**src/hdl/psuoc_pkg.sv**
```systemverilog
// package of constants and carrier types for the status and on/off control block
package psuoc_pkg;

  // ****************************************
  // timing
  // ****************************************
  localparam int CLK_HZ = 250000000;
  localparam int BLINK_HZ = 1;
  // half period of the blink pattern in clock cycles
  localparam int BLINK_HALF_CYCLES = CLK_HZ / (2 * BLINK_HZ);
  localparam int BLINK_CNT_W = 28;

  // ****************************************
  // reset values
  // ****************************************
  localparam logic RST_LAMP = 1'b0;
  localparam logic RST_ALERT_N = 1'b1;
  localparam logic RST_MAIN_EN = 1'b0;
  localparam logic RST_POWER_GOOD = 1'b0;
  localparam logic RST_LATCH = 1'b0;
  localparam logic RST_STANDBY_EN = 1'b0;
  localparam logic RST_INPUT_OK = 1'b0;

  // ****************************************
  // carrier types
  // ****************************************
  // conditions reported by the supply's analog and firmware side
  typedef struct packed {
    logic mains_present;  // input mains within limits
    logic standby_on;     // 3.3 v standby running
    logic main_in_reg;    // 12 v main between 10.9 v and 13.2 v
    logic ovp;            // overvoltage fault
    logic ocp;            // overcurrent fault
    logic otp;            // overtemperature fault
    logic fan_fail;       // fan failure
    logic warn_temp;      // high temperature warning
    logic warn_power;     // high power warning
    logic warn_fan_slow;  // slow fan warning
  } psuoc_cond_type;

  typedef struct packed {
    logic green;
    logic amber;
  } psuoc_lamp_type;

  // lamp display modes
  typedef enum logic [2:0] {
    PSUOC_DARK,
    PSUOC_FAIL,
    PSUOC_WARN,
    PSUOC_STANDBY,
    PSUOC_ON_OK
  } psuoc_mode_type;

endpackage

```
**src/hdl/psuoc_top.sv**
```systemverilog
// lamp, alert, power good and main on/off control of the supply
`timescale 1ns/10ps
module psuoc_top
  import psuoc_pkg::*;
(
  input wire logic clk,
  input wire logic rst,
  input wire psuoc_cond_type cond,
  input wire logic removal_kill_input,
  input wire logic main_on_request_n,
  input wire logic restart_cmd,
  output psuoc_lamp_type lamp,
  output logic alert_line_n,
  output logic main_enable,
  output logic standby_enable,
  output logic power_good_out,
  output logic input_ok_out
);

  // ****************************************
  // input levels
  // ****************************************
  // open pins already arrive high through pull-ups
  wire removal_kill_level = removal_kill_input;
  wire main_on_request_level = ~main_on_request_n;

  // ****************************************
  // fault and warning decode
  // ****************************************
  // protection trips that stop the supply at once
  wire fault_ovp = cond.ovp;
  wire fault_ocp = cond.ocp;
  wire fault_otp = cond.otp;
  wire fault_fan = cond.fan_fail;
  wire fault_now = fault_ovp | fault_ocp | fault_otp | fault_fan;
  // conditions under which the supply keeps running
  wire warn_temp = cond.warn_temp;
  wire warn_power = cond.warn_power;
  wire warn_fan_slow = cond.warn_fan_slow;
  wire warning = warn_temp | warn_power | warn_fan_slow;

  // ****************************************
  // fan failure latch
  // ****************************************
  logic fan_latch;
  logic on_req_prev;
  logic mains_prev;
  // restart sources: request released, mains lost, bus restart
  wire on_req_toggle = on_req_prev & ~main_on_request_level;
  wire mains_cycle = mains_prev & ~cond.mains_present;
  wire latch_clear = on_req_toggle | mains_cycle | restart_cmd;
  // a new fan failure wins over a clear in the same cycle
  wire next_fan_latch = fault_fan | (fan_latch & ~latch_clear);

  // latch shutdown after fan failure
  always_ff @(posedge clk) begin
    if (rst) begin
      fan_latch <= RST_LATCH;
    end else begin
      fan_latch <= next_fan_latch;
    end
  end

  // previous request level for the toggle detect
  always_ff @(posedge clk) begin
    if (rst) begin
      on_req_prev <= 1'b0;
    end else begin
      on_req_prev <= main_on_request_level;
    end
  end

  // previous mains level for the recycle detect
  always_ff @(posedge clk) begin
    if (rst) begin
      mains_prev <= 1'b0;
    end else begin
      mains_prev <= cond.mains_present;
    end
  end

  // ****************************************
  // main on/off decision
  // ****************************************
  // any failure, live or latched, counts as critical
  wire critical = fault_now | fan_latch;
  // each on/off source as its own term
  wire kill_allows = ~removal_kill_level;
  wire request_on = main_on_request_level;
  wire mains_allows = cond.mains_present;
  wire faults_allow = ~critical;
  // kill high forces off whatever else asks
  wire next_main_enable = kill_allows & request_on & mains_allows & faults_allow;
  wire next_power_good = main_enable & cond.main_in_reg & ~critical;
  // alert on any critical or warning event
  wire next_alert_n = ~(critical | warning);
  // standby and input ok follow mains; kill leaves them alone
  wire next_standby_enable = cond.mains_present;
  wire next_input_ok = cond.mains_present;

  // ****************************************
  // lamp mode selection
  // ****************************************
  logic blink_phase;
  psuoc_mode_type mode;
  // one select line per display condition
  wire sel_dark = !cond.mains_present;
  wire sel_fail = critical;
  wire sel_warn = warning;
  wire sel_standby = !main_enable;
  // priority: no mains, failure, warning, standby, on
  assign mode = sel_dark ? PSUOC_DARK :
                sel_fail ? PSUOC_FAIL :
                sel_warn ? PSUOC_WARN :
                sel_standby ? PSUOC_STANDBY : PSUOC_ON_OK;

  // green blinks in standby only while the standby rail runs
  wire standby_green = blink_phase & cond.standby_on;

  // ****************************************
  // lamp patterns
  // ****************************************
  // fixed pattern of each mode, blink taken from the shared phase
  wire psuoc_lamp_type lamp_dark = '{green: 1'b0, amber: 1'b0};
  wire psuoc_lamp_type lamp_fail = '{green: 1'b0, amber: 1'b1};
  wire psuoc_lamp_type lamp_warn = '{green: 1'b0, amber: blink_phase};
  wire psuoc_lamp_type lamp_standby = '{green: standby_green, amber: 1'b0};
  wire psuoc_lamp_type lamp_on = '{green: 1'b1, amber: 1'b0};

  psuoc_lamp_type next_lamp;
  // pick the pattern of the current mode
  always_comb begin
    next_lamp = lamp_dark;
    case (mode)
      PSUOC_DARK: next_lamp = lamp_dark;
      PSUOC_FAIL: next_lamp = lamp_fail;
      PSUOC_WARN: next_lamp = lamp_warn;
      PSUOC_STANDBY: next_lamp = lamp_standby;
      PSUOC_ON_OK: next_lamp = lamp_on;
      default: next_lamp = lamp_dark;
    endcase
  end

  // shared blink phase for both lamps
  psuoc_blink psuoc_blink_i (
    .clk(clk),
    .rst(rst),
    .phase(blink_phase)
  );

  // ****************************************
  // output registers
  // ****************************************
  // lamp drive
  always_ff @(posedge clk) begin
    if (rst) begin
      lamp <= '{green: RST_LAMP, amber: RST_LAMP};
    end else begin
      lamp <= next_lamp;
    end
  end

  // alert line, low while anything needs a look
  always_ff @(posedge clk) begin
    if (rst) begin
      alert_line_n <= RST_ALERT_N;
    end else begin
      alert_line_n <= next_alert_n;
    end
  end

  // main output enable
  always_ff @(posedge clk) begin
    if (rst) begin
      main_enable <= RST_MAIN_EN;
    end else begin
      main_enable <= next_main_enable;
    end
  end

  // standby stays up under kill
  always_ff @(posedge clk) begin
    if (rst) begin
      standby_enable <= RST_STANDBY_EN;
    end else begin
      standby_enable <= next_standby_enable;
    end
  end

  // power good flag
  always_ff @(posedge clk) begin
    if (rst) begin
      power_good_out <= RST_POWER_GOOD;
    end else begin
      power_good_out <= next_power_good;
    end
  end

  // input ok flag
  always_ff @(posedge clk) begin
    if (rst) begin
      input_ok_out <= RST_INPUT_OK;
    end else begin
      input_ok_out <= next_input_ok;
    end
  end

endmodule

```
**src/hdl/psuoc_blink.sv**
```systemverilog
// free-running divider that makes the shared 1 hz blink phase
`timescale 1ns/10ps
module psuoc_blink
  import psuoc_pkg::*;
(
  input wire logic clk,
  input wire logic rst,
  output logic phase
);

  logic [BLINK_CNT_W-1:0] count;
  logic [BLINK_CNT_W-1:0] next_count;
  wire last = (count == BLINK_CNT_W'(BLINK_HALF_CYCLES - 1));

  // count half periods and wrap
  assign next_count = last ? '0 : count + BLINK_CNT_W'(1);

  // equal on and off halves from the clock
  always_ff @(posedge clk) begin
    if (rst) begin
      count <= '0;
      phase <= 1'b0;
    end else begin
      count <= next_count;
      if (last) begin
        phase <= ~phase;
      end
    end
  end

endmodule

```
**config.mk**
```make
export PLATFORM = sky130hd
export DESIGN_NAME = psuoc_top
export DESIGN_NICKNAME = d
export VERILOG_FILES = /design/src/hdl/psuoc_pkg.sv /design/src/hdl/psuoc_top.sv /design/src/hdl/psuoc_blink.sv
export SDC_FILE = /design/constraint.sdc
export NUM_CORES = 1
export LEC_CHECK = 0
export ABC_AREA = 1
export ABC_CLOCK_PERIOD_IN_PS = 2230
export BUFFER_PORTS_ARGS = -buffer_cell sky130_fd_sc_hd__buf_4
export CAP_MARGIN = 15
export CORE_AREA = 2 2 85 87
export CTS_CLUSTER_DIAMETER = 60
export DETAILED_ROUTE_END_ITERATION = 10
export DIE_AREA = 0 0 87 89
export GPL_TIMING_DRIVEN = 0
export HOLD_SLACK_MARGIN = 0.12
export PLACE_DENSITY = 0.5
export SYNTH_ARGS = -nofsm -noshare
export SYNTH_HDL_FRONTEND = slang
export SYNTH_HIERARCHICAL = 1
export SYNTH_SLANG_ARGS = --single-unit
```
**constraint.sdc**
```tcl
create_clock -name clk -period 2.23 [get_ports clk]
set_clock_uncertainty 0.15 [all_clocks]
set_input_delay 0.5575 -clock clk [delete_from_list [all_inputs] [get_ports clk]]
set_output_delay 0.5575 -clock clk [all_outputs]
set_load 0.005 [all_outputs]
```
# After elaboration in Yosys (flattened, before gate mapping)
# Cells that the tools add are included.
# word_totals
out_inout_bits,7
latchBits,0
mem_count,0
regBits,37
wordCells,48
ram_bits,0
rom_bits,0
in_bits,15
# op_classes
add_sub_neg,1
mul,0
shifts,0
order_cmp,0
bitwise,26
eq_ne,5
mux,5
div_mod_pow,0
reduce_logical,1
# ops
op,n
"28-bit by 1-bit adder with 28-bit output, second input constant",1
"28-bit by 27-bit == test with 1-bit output, second input constant",1
3-bit two-way mux,4
1-bit OR,10
1-bit bitwise AND,9
2-bit case mux with 4 select lines,1
1-bit inverter,7
"3-bit by 2-bit == test with 1-bit output, second input constant",2
"3-bit by 1-bit == test with 1-bit output, second input constant",1
"3-bit == test, second input constant",1
2-bit OR reduction,1

# Depth between registers and ports, before layout
# Gate-level depths: netlist (run 1).
# depth
word_depth,8
depth_mapped,9
ltp_nobuf,9

# By module
# Netlist (run 1), hierarchy kept.
# modules_own_cells
mod,seq_area_each_um2,instances,area_per_inst_um2,cells_each
psuoc_blink,580.6,1,1642.8,269
psuoc_top,160.2,1,340.3,46

# Worst setup path after synthesis (run 1)
# No wires, ideal clock.
# synth_path
kind,flip-flop to flip-flop
from,register psuoc_blink_i.count[0]
to,register psuoc_blink_i.count[16]
setup_slack_ns,0.657
period_less_slack_ns,1.573
n_path_buf,1
path_stages_with_launch,10
t_required_ns,1.965
arrival_time_ns,1.309
setup_ns,0.115
cell_sequence,dfxtp_1 > ha_1 > inv_1 > nor2_4 > nand3_1 > nor2_1 > nand2_1 > nand2_4 > buf_8 > nor2_1
# synth_between
elab_chain_len,2
elab_cells_between_ends,3
cone_classes,add/sub (1); eq/ne (1); reduce/logical (1)
# synth_lines
item,line,text
start: declaration,psuoc_blink.sv:11,logic [BLINK_CNT_W-1:0] count;
start signal: assignment,psuoc_blink.sv:24,count <= next_count;
"parallel branches: the longest is 2 deep, another holds 28-bit by 1-bit adder with 28-bit output",n/a,
# Parallel ways; which one is timed is not known.
# A chain may end at the register's enable or synchronous reset.

# Worst setup path after layout (run 1)
# layout_path
from,register psuoc_blink_i.count[0]
to,register psuoc_blink_i.count[14]
# Same word-level chain as after synthesis.

==> impl_metrics.env, run 1 <==
export IMPL_p_switching_mw=0.2882
export IMPL_finalHoldViolCount=0
export IMPL_synth_nets=331
export IMPL_layout_common_cells="96 x nand2_1, 77 x nor2_1, 37 x inv_1, 37 x dfxtp_1, 22 x buf_4"
export IMPL_r2r_slack_ps=400
export IMPL_worst_hold_slack_ps=292.1
export IMPL_grt_max_degree=13
export IMPL_worstReg2RegStart="psuoc_blink_i/count[0]"
export IMPL_syn_cell_area_um2=1983
export IMPL_hp_start="main_on_request_n"
export IMPL_ir_worst_vdd_uv=319.7
export IMPL_cts_tree="yes"
export IMPL_finalNetCount=359
export IMPL_ys_ff_latch=37
export IMPL_die_y_um=89
export IMPL_end_kind="flop"
export IMPL_post_cts_buffers=0
export IMPL_synth_seq_area_share_pct=37.35
export IMPL_clk_insertion_delay_late_ps=290
export IMPL_clk_pin_slew_ps=80
export IMPL_cts_resized_gates=0
export IMPL_grt_pass1_wl_um=8086
export IMPL_final_fill_count=764
export IMPL_ios=22
export IMPL_rows=30
export IMPL_fmax_mhz=545.7
export IMPL_start_util_pct=29.52
export IMPL_finalSetupViolations=0
export IMPL_holdPathEnd="on_req_prev"
export IMPL_dp_hpwl_um=3761
export IMPL_drt_iter0_drc=147
export IMPL_startpoint_type="flop"
export IMPL_worst_pin_slew_ps=303.9
export IMPL_post_drt_wl_per_cell_um=11.25
export IMPL_post_route_drc_count=0
export IMPL_yosys_warnings=6
export IMPL_core_area_um2=6719
export IMPL_drive_gt1_share_pct=13.95
export IMPL_p_per_area_nw_per_um2=606.3
export IMPL_total_power_mw=1.440
export IMPL_antenna_found_initial=0
export IMPL_vias_per_cell=4.347
export IMPL_htreeDepth=2
export IMPL_cts_sinks=37
export IMPL_postCtsHoldBufs=0
export IMPL_die_area_um2=7743
export IMPL_io_buffers=21
export IMPL_finalSetupTns_ps=0
export IMPL_drt_antenna_violating_nets=0
export IMPL_cts_max_path_buffers=2
export IMPL_vias=1843
export IMPL_synthCells=315
export IMPL_cp_max_fo=10
export IMPL_antenna_diode_count=0
export IMPL_holdPathStages=2
export IMPL_areaGrowthSynthToFinish_pct=19.75
export IMPL_drt_total_wl_um=4770
export IMPL_dieWidth_um=87
export IMPL_combPwrFrac_pct=5.0
export IMPL_first_pass_iters=4
export IMPL_r2r_end="psuoc_blink_i/count[14]"
export IMPL_fin_crit_sh_pct=82.18
export IMPL_seq_power_share_pct=46.8
export IMPL_max_slew_margin_pct=79.66
export IMPL_ys_types=23
export IMPL_cp_data_arrival_time_ps=1860
export IMPL_syn_area_per_cell_um2=6.296
export IMPL_track_usage_pct=13.35
export IMPL_p_leak_nw=0.8737
export IMPL_grt_pass1_vias=1758
export IMPL_min_period_ps=1833
export IMPL_grt_ovfl_total=0
export IMPL_p_clk_share_pct=48.1
export IMPL_swShare_pct=20.02
export IMPL_status="finished, final reports clean"
export IMPL_cp_required_ps=2260
export IMPL_cts_root_buf="clkbuf_8"
export IMPL_drv_cap=0
export IMPL_path_class="reg -> reg"
export IMPL_rsz0062_at_grt="no"
export IMPL_drv_slew=0
export IMPL_cts_buffers=5
export IMPL_gp_congestion=0.9260
export IMPL_final_common_cell="nand2_1"
export IMPL_p_int_mw=1.152
export IMPL_r2r_cells=9
export IMPL_hp_class="in -> reg"
## final cells by class
class,count,area (um2),share of cell area (%)
buffer,3,37.54,1.581
tap,80,100.1,4.215
timing repair buffer,21,157.7,6.639
sequential,37,740.7,31.19
clock buffer,5,68.82,2.898
inverter,42,157.7,6.639
clock inverter,3,65.06,2.740
multi-input combinational,233,1047,44.10
## how the worst max path moves through the flow
stage / to / from / slack (ps)
floorplan: psuoc_blink_i/count[16] / psuoc_blink_i/count[0] / 660
global placement: psuoc_blink_i/count[24] / psuoc_blink_i/count[0] / 400
detailed placement: psuoc_blink_i/count[26] / psuoc_blink_i/count[0] / 390
CTS: psuoc_blink_i/count[5] / psuoc_blink_i/count[0] / 380
global route: psuoc_blink_i/count[6] / psuoc_blink_i/count[0] / 200
finish: psuoc_blink_i/count[14] / psuoc_blink_i/count[0] / 400
## registers in the layout, indices dropped and copies added, names as in the netlist
register	flops
main_enable	1
input_ok_out	1
alert_line_n	1
lamp	2
on_req_prev	1
psuoc_blink_i/phase	1
psuoc_blink_i/count	28
fan_latch	1
power_good_out	1
## critical path: stages, from the launching register on
cell and delay [ps]:
dfxtp_1 360, ha_1 220, inv_1 100, nor2_4 210, nand3_1 110, nor2_1 110
nand2_1 90, nand2_4 170, buf_8 170, nor2_1 50
## cell usage after synthesis
library cell  instances  area (um2)
nand2_2               2       12.51
nor2b_1               1       6.260
nand4_1               2       12.51
o21ai_0               1       5.000
ha_1                  1       12.51
a21oi_1              10       50.05
o21ai_1               1       5.000
nor3_1                1       5.000
and2_1                1       6.260
xnor2_1               6       52.55
buf_8                 2       30.03
inv_1                37       138.9
nand2_1              96       360.4
nor2_2                5       31.28
nand3_1              17       85.08
nor2_4                2       22.52
xor2_1                7       61.31
nand2_4               2       22.52
inv_2                 5       18.77
nor2_1               77       289.0
buf_4                 1       7.510
dfxtp_1              37       740.7
nand3b_1              1       7.510
## per-layer routing
layer	part of all wire (%)	vias to the layer above	GRT usage, %
li1	-	1001	-
met1	49	817	17.63
met2	47	23	22.28
met3	3.8	2	2.955
met4	0.69	0	3.125
met5	0	-	0
## logic make-up after synthesis
| family | after synthesis | share of synthesized area [%] |
|---|---|---|
| and+or+nand+nor | 207 | 43.41 |
| xor gates and xnor gates | 13 | 5.741 |
| AOI/OAI and AO/OA | 12 | 3.028 |
| DFF | 37 | 37.35 |
| buffers and inverters | 45 | 9.842 |
| adders and majority gates | 1 | 0.6308 |
## power groups by stage
stage	Clock [mW]	Sequential (mW)	Combinational (mW)
5_1_grt	0.741	0.675	0.0818
2_1_floorplan	0	0.690	0.0384
6_report	0.693	0.674	0.0726
3_3_place_gp	0	0.690	0.0737
3_5_place_dp	0	0.690	0.0741
4_1_cts	0.717	0.675	0.0742
## metrics by stage
step           instances  cell area, um2  util [%]  worst slack, ps
3_5_place_dp         416            2241     33.35            389.7
2_1_floorplan        315            1983         -            656.7
5_1_grt              424            2375     35.34            199.1
6_report             424            2375     35.34            397.3
4_1_cts              424            2375     35.34            377.7
3_3_place_gp         416            2241     33.35            398.9
(Power assumes the default switching activity.)
==> run 2, diff against run 1 <==
--- a/config.mk
+++ b/config.mk
@@ -6,7 +6,7 @@
 export NUM_CORES = 1
 export LEC_CHECK = 0
 export ABC_AREA = 1
-export ABC_CLOCK_PERIOD_IN_PS = 2230
+export ABC_CLOCK_PERIOD_IN_PS = 1500
 export BUFFER_PORTS_ARGS = -buffer_cell sky130_fd_sc_hd__buf_4
 export CAP_MARGIN = 15
 export CORE_AREA = 2 2 85 87
@@ -15,7 +15,7 @@
 export DIE_AREA = 0 0 87 89
 export GPL_TIMING_DRIVEN = 0
 export HOLD_SLACK_MARGIN = 0.12
-export PLACE_DENSITY = 0.5
+export PLACE_DENSITY = 0.52
 export SYNTH_ARGS = -nofsm -noshare
 export SYNTH_HDL_FRONTEND = slang
 export SYNTH_HIERARCHICAL = 1
==> constraint.sdc (replaced) <==
create_clock -name clk -period 1.5 [get_ports clk]
set_clock_uncertainty 0.15 [all_clocks]
set_input_delay 0.375 -clock clk [delete_from_list [all_inputs] [get_ports clk]]
set_output_delay 0.375 -clock clk [all_outputs]
set_load 0.005 [all_outputs]
==> impl_metrics.env, run 2 (synthesized netlist as in run 1, its figures left out) <==
export IMPL_finalHoldViolCount=0
export IMPL_p_per_area_nw_per_um2=672.5
export IMPL_holdPathStages=2
export IMPL_clk_insertion_delay_late_ps=280
export IMPL_vias=1975
export IMPL_cp_required_ps=1530
export IMPL_antenna_diode_count=0
export IMPL_die_y_um=89
export IMPL_worstReg2RegStart="psuoc_blink_i/count[1]"
export IMPL_cts_tree="yes"
export IMPL_rsz0062_at_grt="yes"
export IMPL_dieWidth_um=87
export IMPL_grt_max_degree=13
export IMPL_grt_pass1_wl_um=8507
export IMPL_violations="negative setup slack"
export IMPL_cp_max_fo=5
export IMPL_drive_gt1_share_pct=37.50
export IMPL_post_route_drc_count=0
export IMPL_end_kind="flop"
export IMPL_hp_class="in -> reg"
export IMPL_startpoint_type="flop"
export IMPL_fin_crit_sh_pct=102.9
export IMPL_holdPathEnd="fan_latch"
export IMPL_ir_worst_vdd_uv=431.7
export IMPL_drv_cap=0
export IMPL_setup_slack_ps=-44.09
export IMPL_drt_total_wl_um=5178
export IMPL_cp_data_arrival_time_ps=1580
export IMPL_hp_start="rst"
export IMPL_core_area_um2=6719
export IMPL_r2r_slack_ps=-40
export IMPL_max_slew_margin_pct=85.55
export IMPL_fin_util_pct=41.02
export IMPL_vias_per_cell=4.489
export IMPL_reg_largest_list="psuoc_blink_i/count (28), lamp (2)"
export IMPL_path_delay_family="simple AND/OR/NAND/NOR gates"
export IMPL_gp_congestion=0.8445
export IMPL_instances_no_fill=440
export IMPL_worst_pin_slew_ps=216.5
export IMPL_slowest_delay_ps=360
export IMPL_antenna_found_initial=0
export IMPL_layout_common_cells="86 x nand2_1, 53 x nor2_1, 29 x inv_1, 29 x buf_4, 21 x nor2_2"
export IMPL_r2r_cells=10
export IMPL_drt_iter0_drc=64
export IMPL_crit_buf_inv=3
export IMPL_finalSetupTns_ps=-758.1
export IMPL_first_pass_iters=4
export IMPL_dp_hpwl_um=3649
export IMPL_path_class="reg -> reg"
export IMPL_cp_slowest_cell="dfxtp_2"
export IMPL_fmax_mhz=647.6
export IMPL_clk_pin_slew_ps=80
export IMPL_finalSetupViolations=27
export IMPL_crit_chain="ha_4, inv_4, nor2_4, nand3_2, nor2_2, nand2_2, nand2_4, buf_6, buf_16, nor2_1"
export IMPL_start_util_pct=29.52
export IMPL_drv_slew=0
export IMPL_cts_buffers=5
export IMPL_top_register="psuoc_blink_i/count"
export IMPL_areaGrowthSynthToFinish_pct=38.99
export IMPL_finalNetCount=375
export IMPL_dp_slack_ps=-239.9
export IMPL_largest_reg_flops=28
export IMPL_cts_root_buf="clkbuf_8"
export IMPL_die_area_um2=7743
export IMPL_final_common_cell="nand2_1"
export IMPL_status="finished, violations left"
export IMPL_post_drt_wl_per_cell_um=11.77
export IMPL_cts_sinks=37
export IMPL_rows=30
export IMPL_htreeDepth=2
export IMPL_min_period_ps=1544
export IMPL_p_leak_nw=1.001
export IMPL_place_inst=416
export IMPL_r2r_end="psuoc_blink_i/count[11]"
export IMPL_ios=22
export IMPL_grt_ovfl_total=0
export IMPL_io_buffers=21
export IMPL_grt_pass1_vias=1911
export IMPL_drt_antenna_violating_nets=0
export IMPL_cts_max_path_buffers=2
export IMPL_track_usage_pct=14.09
## run 2: changes by cell type in the layout (fill, tap and decap cells not counted), sizes merged
cell	change
clkinvlp	+1
bufinv	-2
buf	+15
dlygate4sd3	+1
clkinv	+1
## run 2: power by group
group | leakage (nW) | switching, mW | internal [mW]
Sequential | 0.312 | 0.00979 | 0.990
Clock | 0.0439 | 0.371 | 0.321
Combinational | 0.646 | 0.0687 | 0.0931
Total | 1.00 | 0.449 | 1.40
## run 2: worst max-delay path by stage
| stage | startpoint | end | slack [ps] | depth (start not counted) |
|---|---|---|---|---|
| global placement | psuoc_blink_i/count[0] | psuoc_blink_i/count[12] | -230 | 9 |
| global route | psuoc_blink_i/count[0] | psuoc_blink_i/count[22] | -110 | 10 |
| detailed placement | psuoc_blink_i/count[1] | psuoc_blink_i/count[22] | -240 | 9 |
| finish | psuoc_blink_i/count[1] | psuoc_blink_i/count[11] | -40 | 10 |
| CTS | psuoc_blink_i/count[0] | psuoc_blink_i/count[4] | -60 | 10 |
| floorplan | psuoc_blink_i/count[1] | psuoc_blink_i/count[16] | 1 | 9 |
## run 2: metrics by stage
stage,hold WS (ps),power [mW],instance area [um2]
after CTS,132.1,1.882,2569
after detailed placement,257.4,1.138,2245
after global placement,255.1,1.137,2245
after global routing,122.9,1.942,2756
final,137.1,1.854,2756
after floorplan,243.8,1.084,1987
## run 2: worst register-to-register path, delay by kind of cell, from the launching register on
kind,cells,cell delay (ps)
fa+ha+maj,1,150
flops,1,360
simple gates,6,490
buf+inv,3,290
## run 2: final cells by class
| type | instances | area, um2 |
|---|---|---|
| clock inverters | 3 | 17.52 |
| plain buffers | 3 | 37.54 |
| fillers | 721 | 3963 |
| multi-input cells | 233 | 1244 |
| repair buffers | 37 | 351.6 |
| well taps | 80 | 100.1 |
| clock buffers | 5 | 68.82 |
| inverters | 42 | 160.2 |
| flip-flops and latches | 37 | 777.0 |
## run 2: repair_timing
item,4_1_cts,5_1_grt
endpoints found under the hold margin,1,0
gates cloned,2,0
pin swaps,16,17
hold buffers,1,0
gates resized for setup,31,64
setup buffers,9,4
setup endpoints to repair,28,29
## run 2: layer usage
| metal | up-vias | GRT usage, % | routed length [um] |
|---|---|---|---|
| met5 | - | 0 | 0 |
| met4 | 0 | 3.835 | 32 |
| met3 | 4 | 3.601 | 271 |
| met2 | 35 | 23.53 | 2455 |
| met1 | 895 | 18.12 | 2419 |
| li1 | 1041 | - | - |
==> run 3, diff against run 2 <==
--- a/config.mk
+++ b/config.mk
@@ -6,7 +6,7 @@
 export NUM_CORES = 1
 export LEC_CHECK = 0
 export ABC_AREA = 1
-export ABC_CLOCK_PERIOD_IN_PS = 1500
+export ABC_CLOCK_PERIOD_IN_PS = 1700
 export BUFFER_PORTS_ARGS = -buffer_cell sky130_fd_sc_hd__buf_4
 export CAP_MARGIN = 15
 export CORE_AREA = 2 2 85 87
@@ -15,7 +15,7 @@
 export DIE_AREA = 0 0 87 89
 export GPL_TIMING_DRIVEN = 0
 export HOLD_SLACK_MARGIN = 0.12
-export PLACE_DENSITY = 0.52
+export PLACE_DENSITY = 0.5
 export SYNTH_ARGS = -nofsm -noshare
 export SYNTH_HDL_FRONTEND = slang
 export SYNTH_HIERARCHICAL = 1
==> constraint.sdc (replaced) <==
create_clock -name clk -period 1.7 [get_ports clk]
set_clock_uncertainty 0.15 [all_clocks]
set_input_delay 0.425 -clock clk [delete_from_list [all_inputs] [get_ports clk]]
set_output_delay 0.425 -clock clk [all_outputs]
set_load 0.005 [all_outputs]
==> impl_metrics.env, run 3 (synthesized netlist as in run 1, its figures left out) <==
export IMPL_placed_cell_area_um2=2241
export IMPL_path_class="reg -> reg"
export IMPL_finalHoldViolCount=0
export IMPL_cts_max_path_buffers=2
export IMPL_crit_chain="ha_4, inv_2, nor2_4, nand3_2, nor2_2, nand2_2, nand2_4, bufbuf_16, nor2_1"
export IMPL_cts_buffers=5
export IMPL_post_drt_wl_per_cell_um=11.89
export IMPL_fmax_mhz=611.0
export IMPL_areaGrowthSynthToFinish_pct=30.09
export IMPL_first_pass_iters=4
export IMPL_clk_insertion_delay_late_ps=290
export IMPL_grt_max_degree=13
export IMPL_regArea_um2=750.7
export IMPL_instances_no_fill=435
export IMPL_crit_buf_inv=2
export IMPL_slowest_delay_ps=360
export IMPL_fin_util_pct=38.40
export IMPL_min_period_ps=1637
export IMPL_cp_data_arrival_time_ps=1670
export IMPL_seq_power_share_pct=46.0
export IMPL_cp_slowest_cell="dfxtp_2"
export IMPL_grt_ovfl_total=0
export IMPL_p_leak_nw=0.9629
export IMPL_dp_slack_ps=-140.3
export IMPL_hp_class="in -> reg"
export IMPL_rows=30
export IMPL_drt_total_wl_um=5172
export IMPL_path_delay_family="simple AND/OR/NAND/NOR gates"
export IMPL_worst_pin_slew_ps=253.2
export IMPL_drt_antenna_violating_nets=0
export IMPL_largest_reg_flops=28
export IMPL_start_util_pct=29.52
export IMPL_fin_area_um2=2580
export IMPL_ios=22
export IMPL_cts_root_buf="clkbuf_8"
export IMPL_cp_max_fo=5
export IMPL_grt_pass1_vias=1828
export IMPL_p_int_mw=1.537
export IMPL_vias=1926
export IMPL_swShare_pct=20.38
export IMPL_drive_gt1_share_pct=22.25
export IMPL_final_fill_count=739
export IMPL_dieWidth_um=87
export IMPL_fin_crit_sh_pct=96.27
export IMPL_setup_slack_ps=63.37
export IMPL_p_clk_share_pct=47.4
export IMPL_vias_per_cell=4.428
export IMPL_io_buffers=21
export IMPL_finalNetCount=370
export IMPL_htreeDepth=2
export IMPL_rsz0062_at_grt="yes"
export IMPL_multiInputGateArea_um2=1105
export IMPL_p_per_area_nw_per_um2=748.3
export IMPL_p_switching_mw=0.3934
export IMPL_track_usage_pct=14.05
export IMPL_startpoint_type="flop"
export IMPL_status="finished, final reports clean"
export IMPL_layout_common_cells="92 x nand2_1, 71 x nor2_1, 35 x inv_1, 31 x dfxtp_1, 30 x buf_4"
export IMPL_cts_sinks=37
export IMPL_drv_cap=0
export IMPL_post_route_drc_count=0
export IMPL_final_common_cell="nand2_1"
export IMPL_max_slew_margin_pct=83.06
export IMPL_die_y_um=89
export IMPL_end_kind="flop"
export IMPL_total_power_mw=1.931
export IMPL_core_area_um2=6719
export IMPL_reg_largest_list="psuoc_blink_i/count (28), lamp (2)"
export IMPL_grt_pass1_wl_um=8487
export IMPL_dp_hpwl_um=3761
export IMPL_antenna_found_initial=0
export IMPL_combPwrFrac_pct=6.6
export IMPL_antenna_diode_count=0
export IMPL_place_inst=416
export IMPL_finalSetupViolations=0
export IMPL_ir_worst_vdd_uv=407.1
export IMPL_drt_iter0_drc=134
export IMPL_drv_slew=0
export IMPL_clk_pin_slew_ps=80
export IMPL_top_register="psuoc_blink_i/count"
export IMPL_die_area_um2=7743
export IMPL_cts_tree="yes"
export IMPL_gp_congestion=0.9260
export IMPL_cp_required_ps=1740
[run 3: changes by cell type in the layout (fill, tap and decap cells not counted), sizes merged]
cell	delta
buf	-5
bufbuf	+1
dlygate4sd3	-1
bufinv	+2
clkinv	-1
clkinvlp	-1
[run 3: per-stage QoR]
step	setup TNS, ps	hold WS, ps
2_1_floorplan	0	267.5
3_3_place_gp	-2532	280.1
3_5_place_dp	-2735	290.2
4_1_cts	0	146.3
5_1_grt	-239.1	153.4
6_report	0	155.7
[run 3: what timing repair did]
| action | CTS | global route |
|---|---|---|
| pin swaps | 2 | 4 |
| cloned | 1 | 0 |
| resized for setup | 3 | 23 |
| endpoints found under the setup margin | 24 | 29 |
| buffers inserted | 9 | 1 |
| hold buffers | 0 | 0 |
[run 3: area by class of cell]
| cell class | instances | share of cell area, % |
|---|---|---|
| Timing Repair Buffer | 32 | 11.25 |
| Tap cell | 80 | 3.880 |
| Clock buffer | 5 | 2.667 |
| Multi-Input combinational cell | 233 | 42.82 |
| Clock inverter | 3 | 2.522 |
| Buffer | 3 | 1.649 |
| Inverter | 42 | 6.111 |
| Sequential cell | 37 | 29.10 |
[run 3: path summary, 6_finish.rpt]
path                                              from                       to  slack, ps  cells past startpoint
worst max-delay path            psuoc_blink_i/count[1]  psuoc_blink_i/count[10]         60                      9
worst min-delay path                 main_on_request_n              on_req_prev        160                      2
worst max register to register  psuoc_blink_i/count[1]  psuoc_blink_i/count[10]         60                      9
worst min register to register  psuoc_blink_i/count[0]   psuoc_blink_i/count[0]        290                      1
[run 3: worst register-to-register path: cells and delay by family (launching register included)]
family,cells,cell delay [ps]
adder cells (fa/ha/maj),1,150
buffers and inverters,2,320
AND/OR/NAND/NOR,6,550
flip-flops,1,360
[run 3: power by group through the flow]
stage / Clock (mW) / Combinational, mW / Sequential (mW)
after floorplan: 0 / 0.0504 / 0.905
after global placement: 0 / 0.0967 / 0.905
after detailed placement: 0 / 0.0972 / 0.906
after CTS: 0.941 / 0.124 / 0.887
after global routing: 0.972 / 0.141 / 0.889
final: 0.916 / 0.127 / 0.888
[run 3: routing by layer]
metal,routed length [um],global-route usage [%],up-vias
met1,2509,18.42,862
met4,55,4.261,0
li1,-,-,1022
met5,0,0,-
met3,183,2.955,4
met2,2424,23.25,38
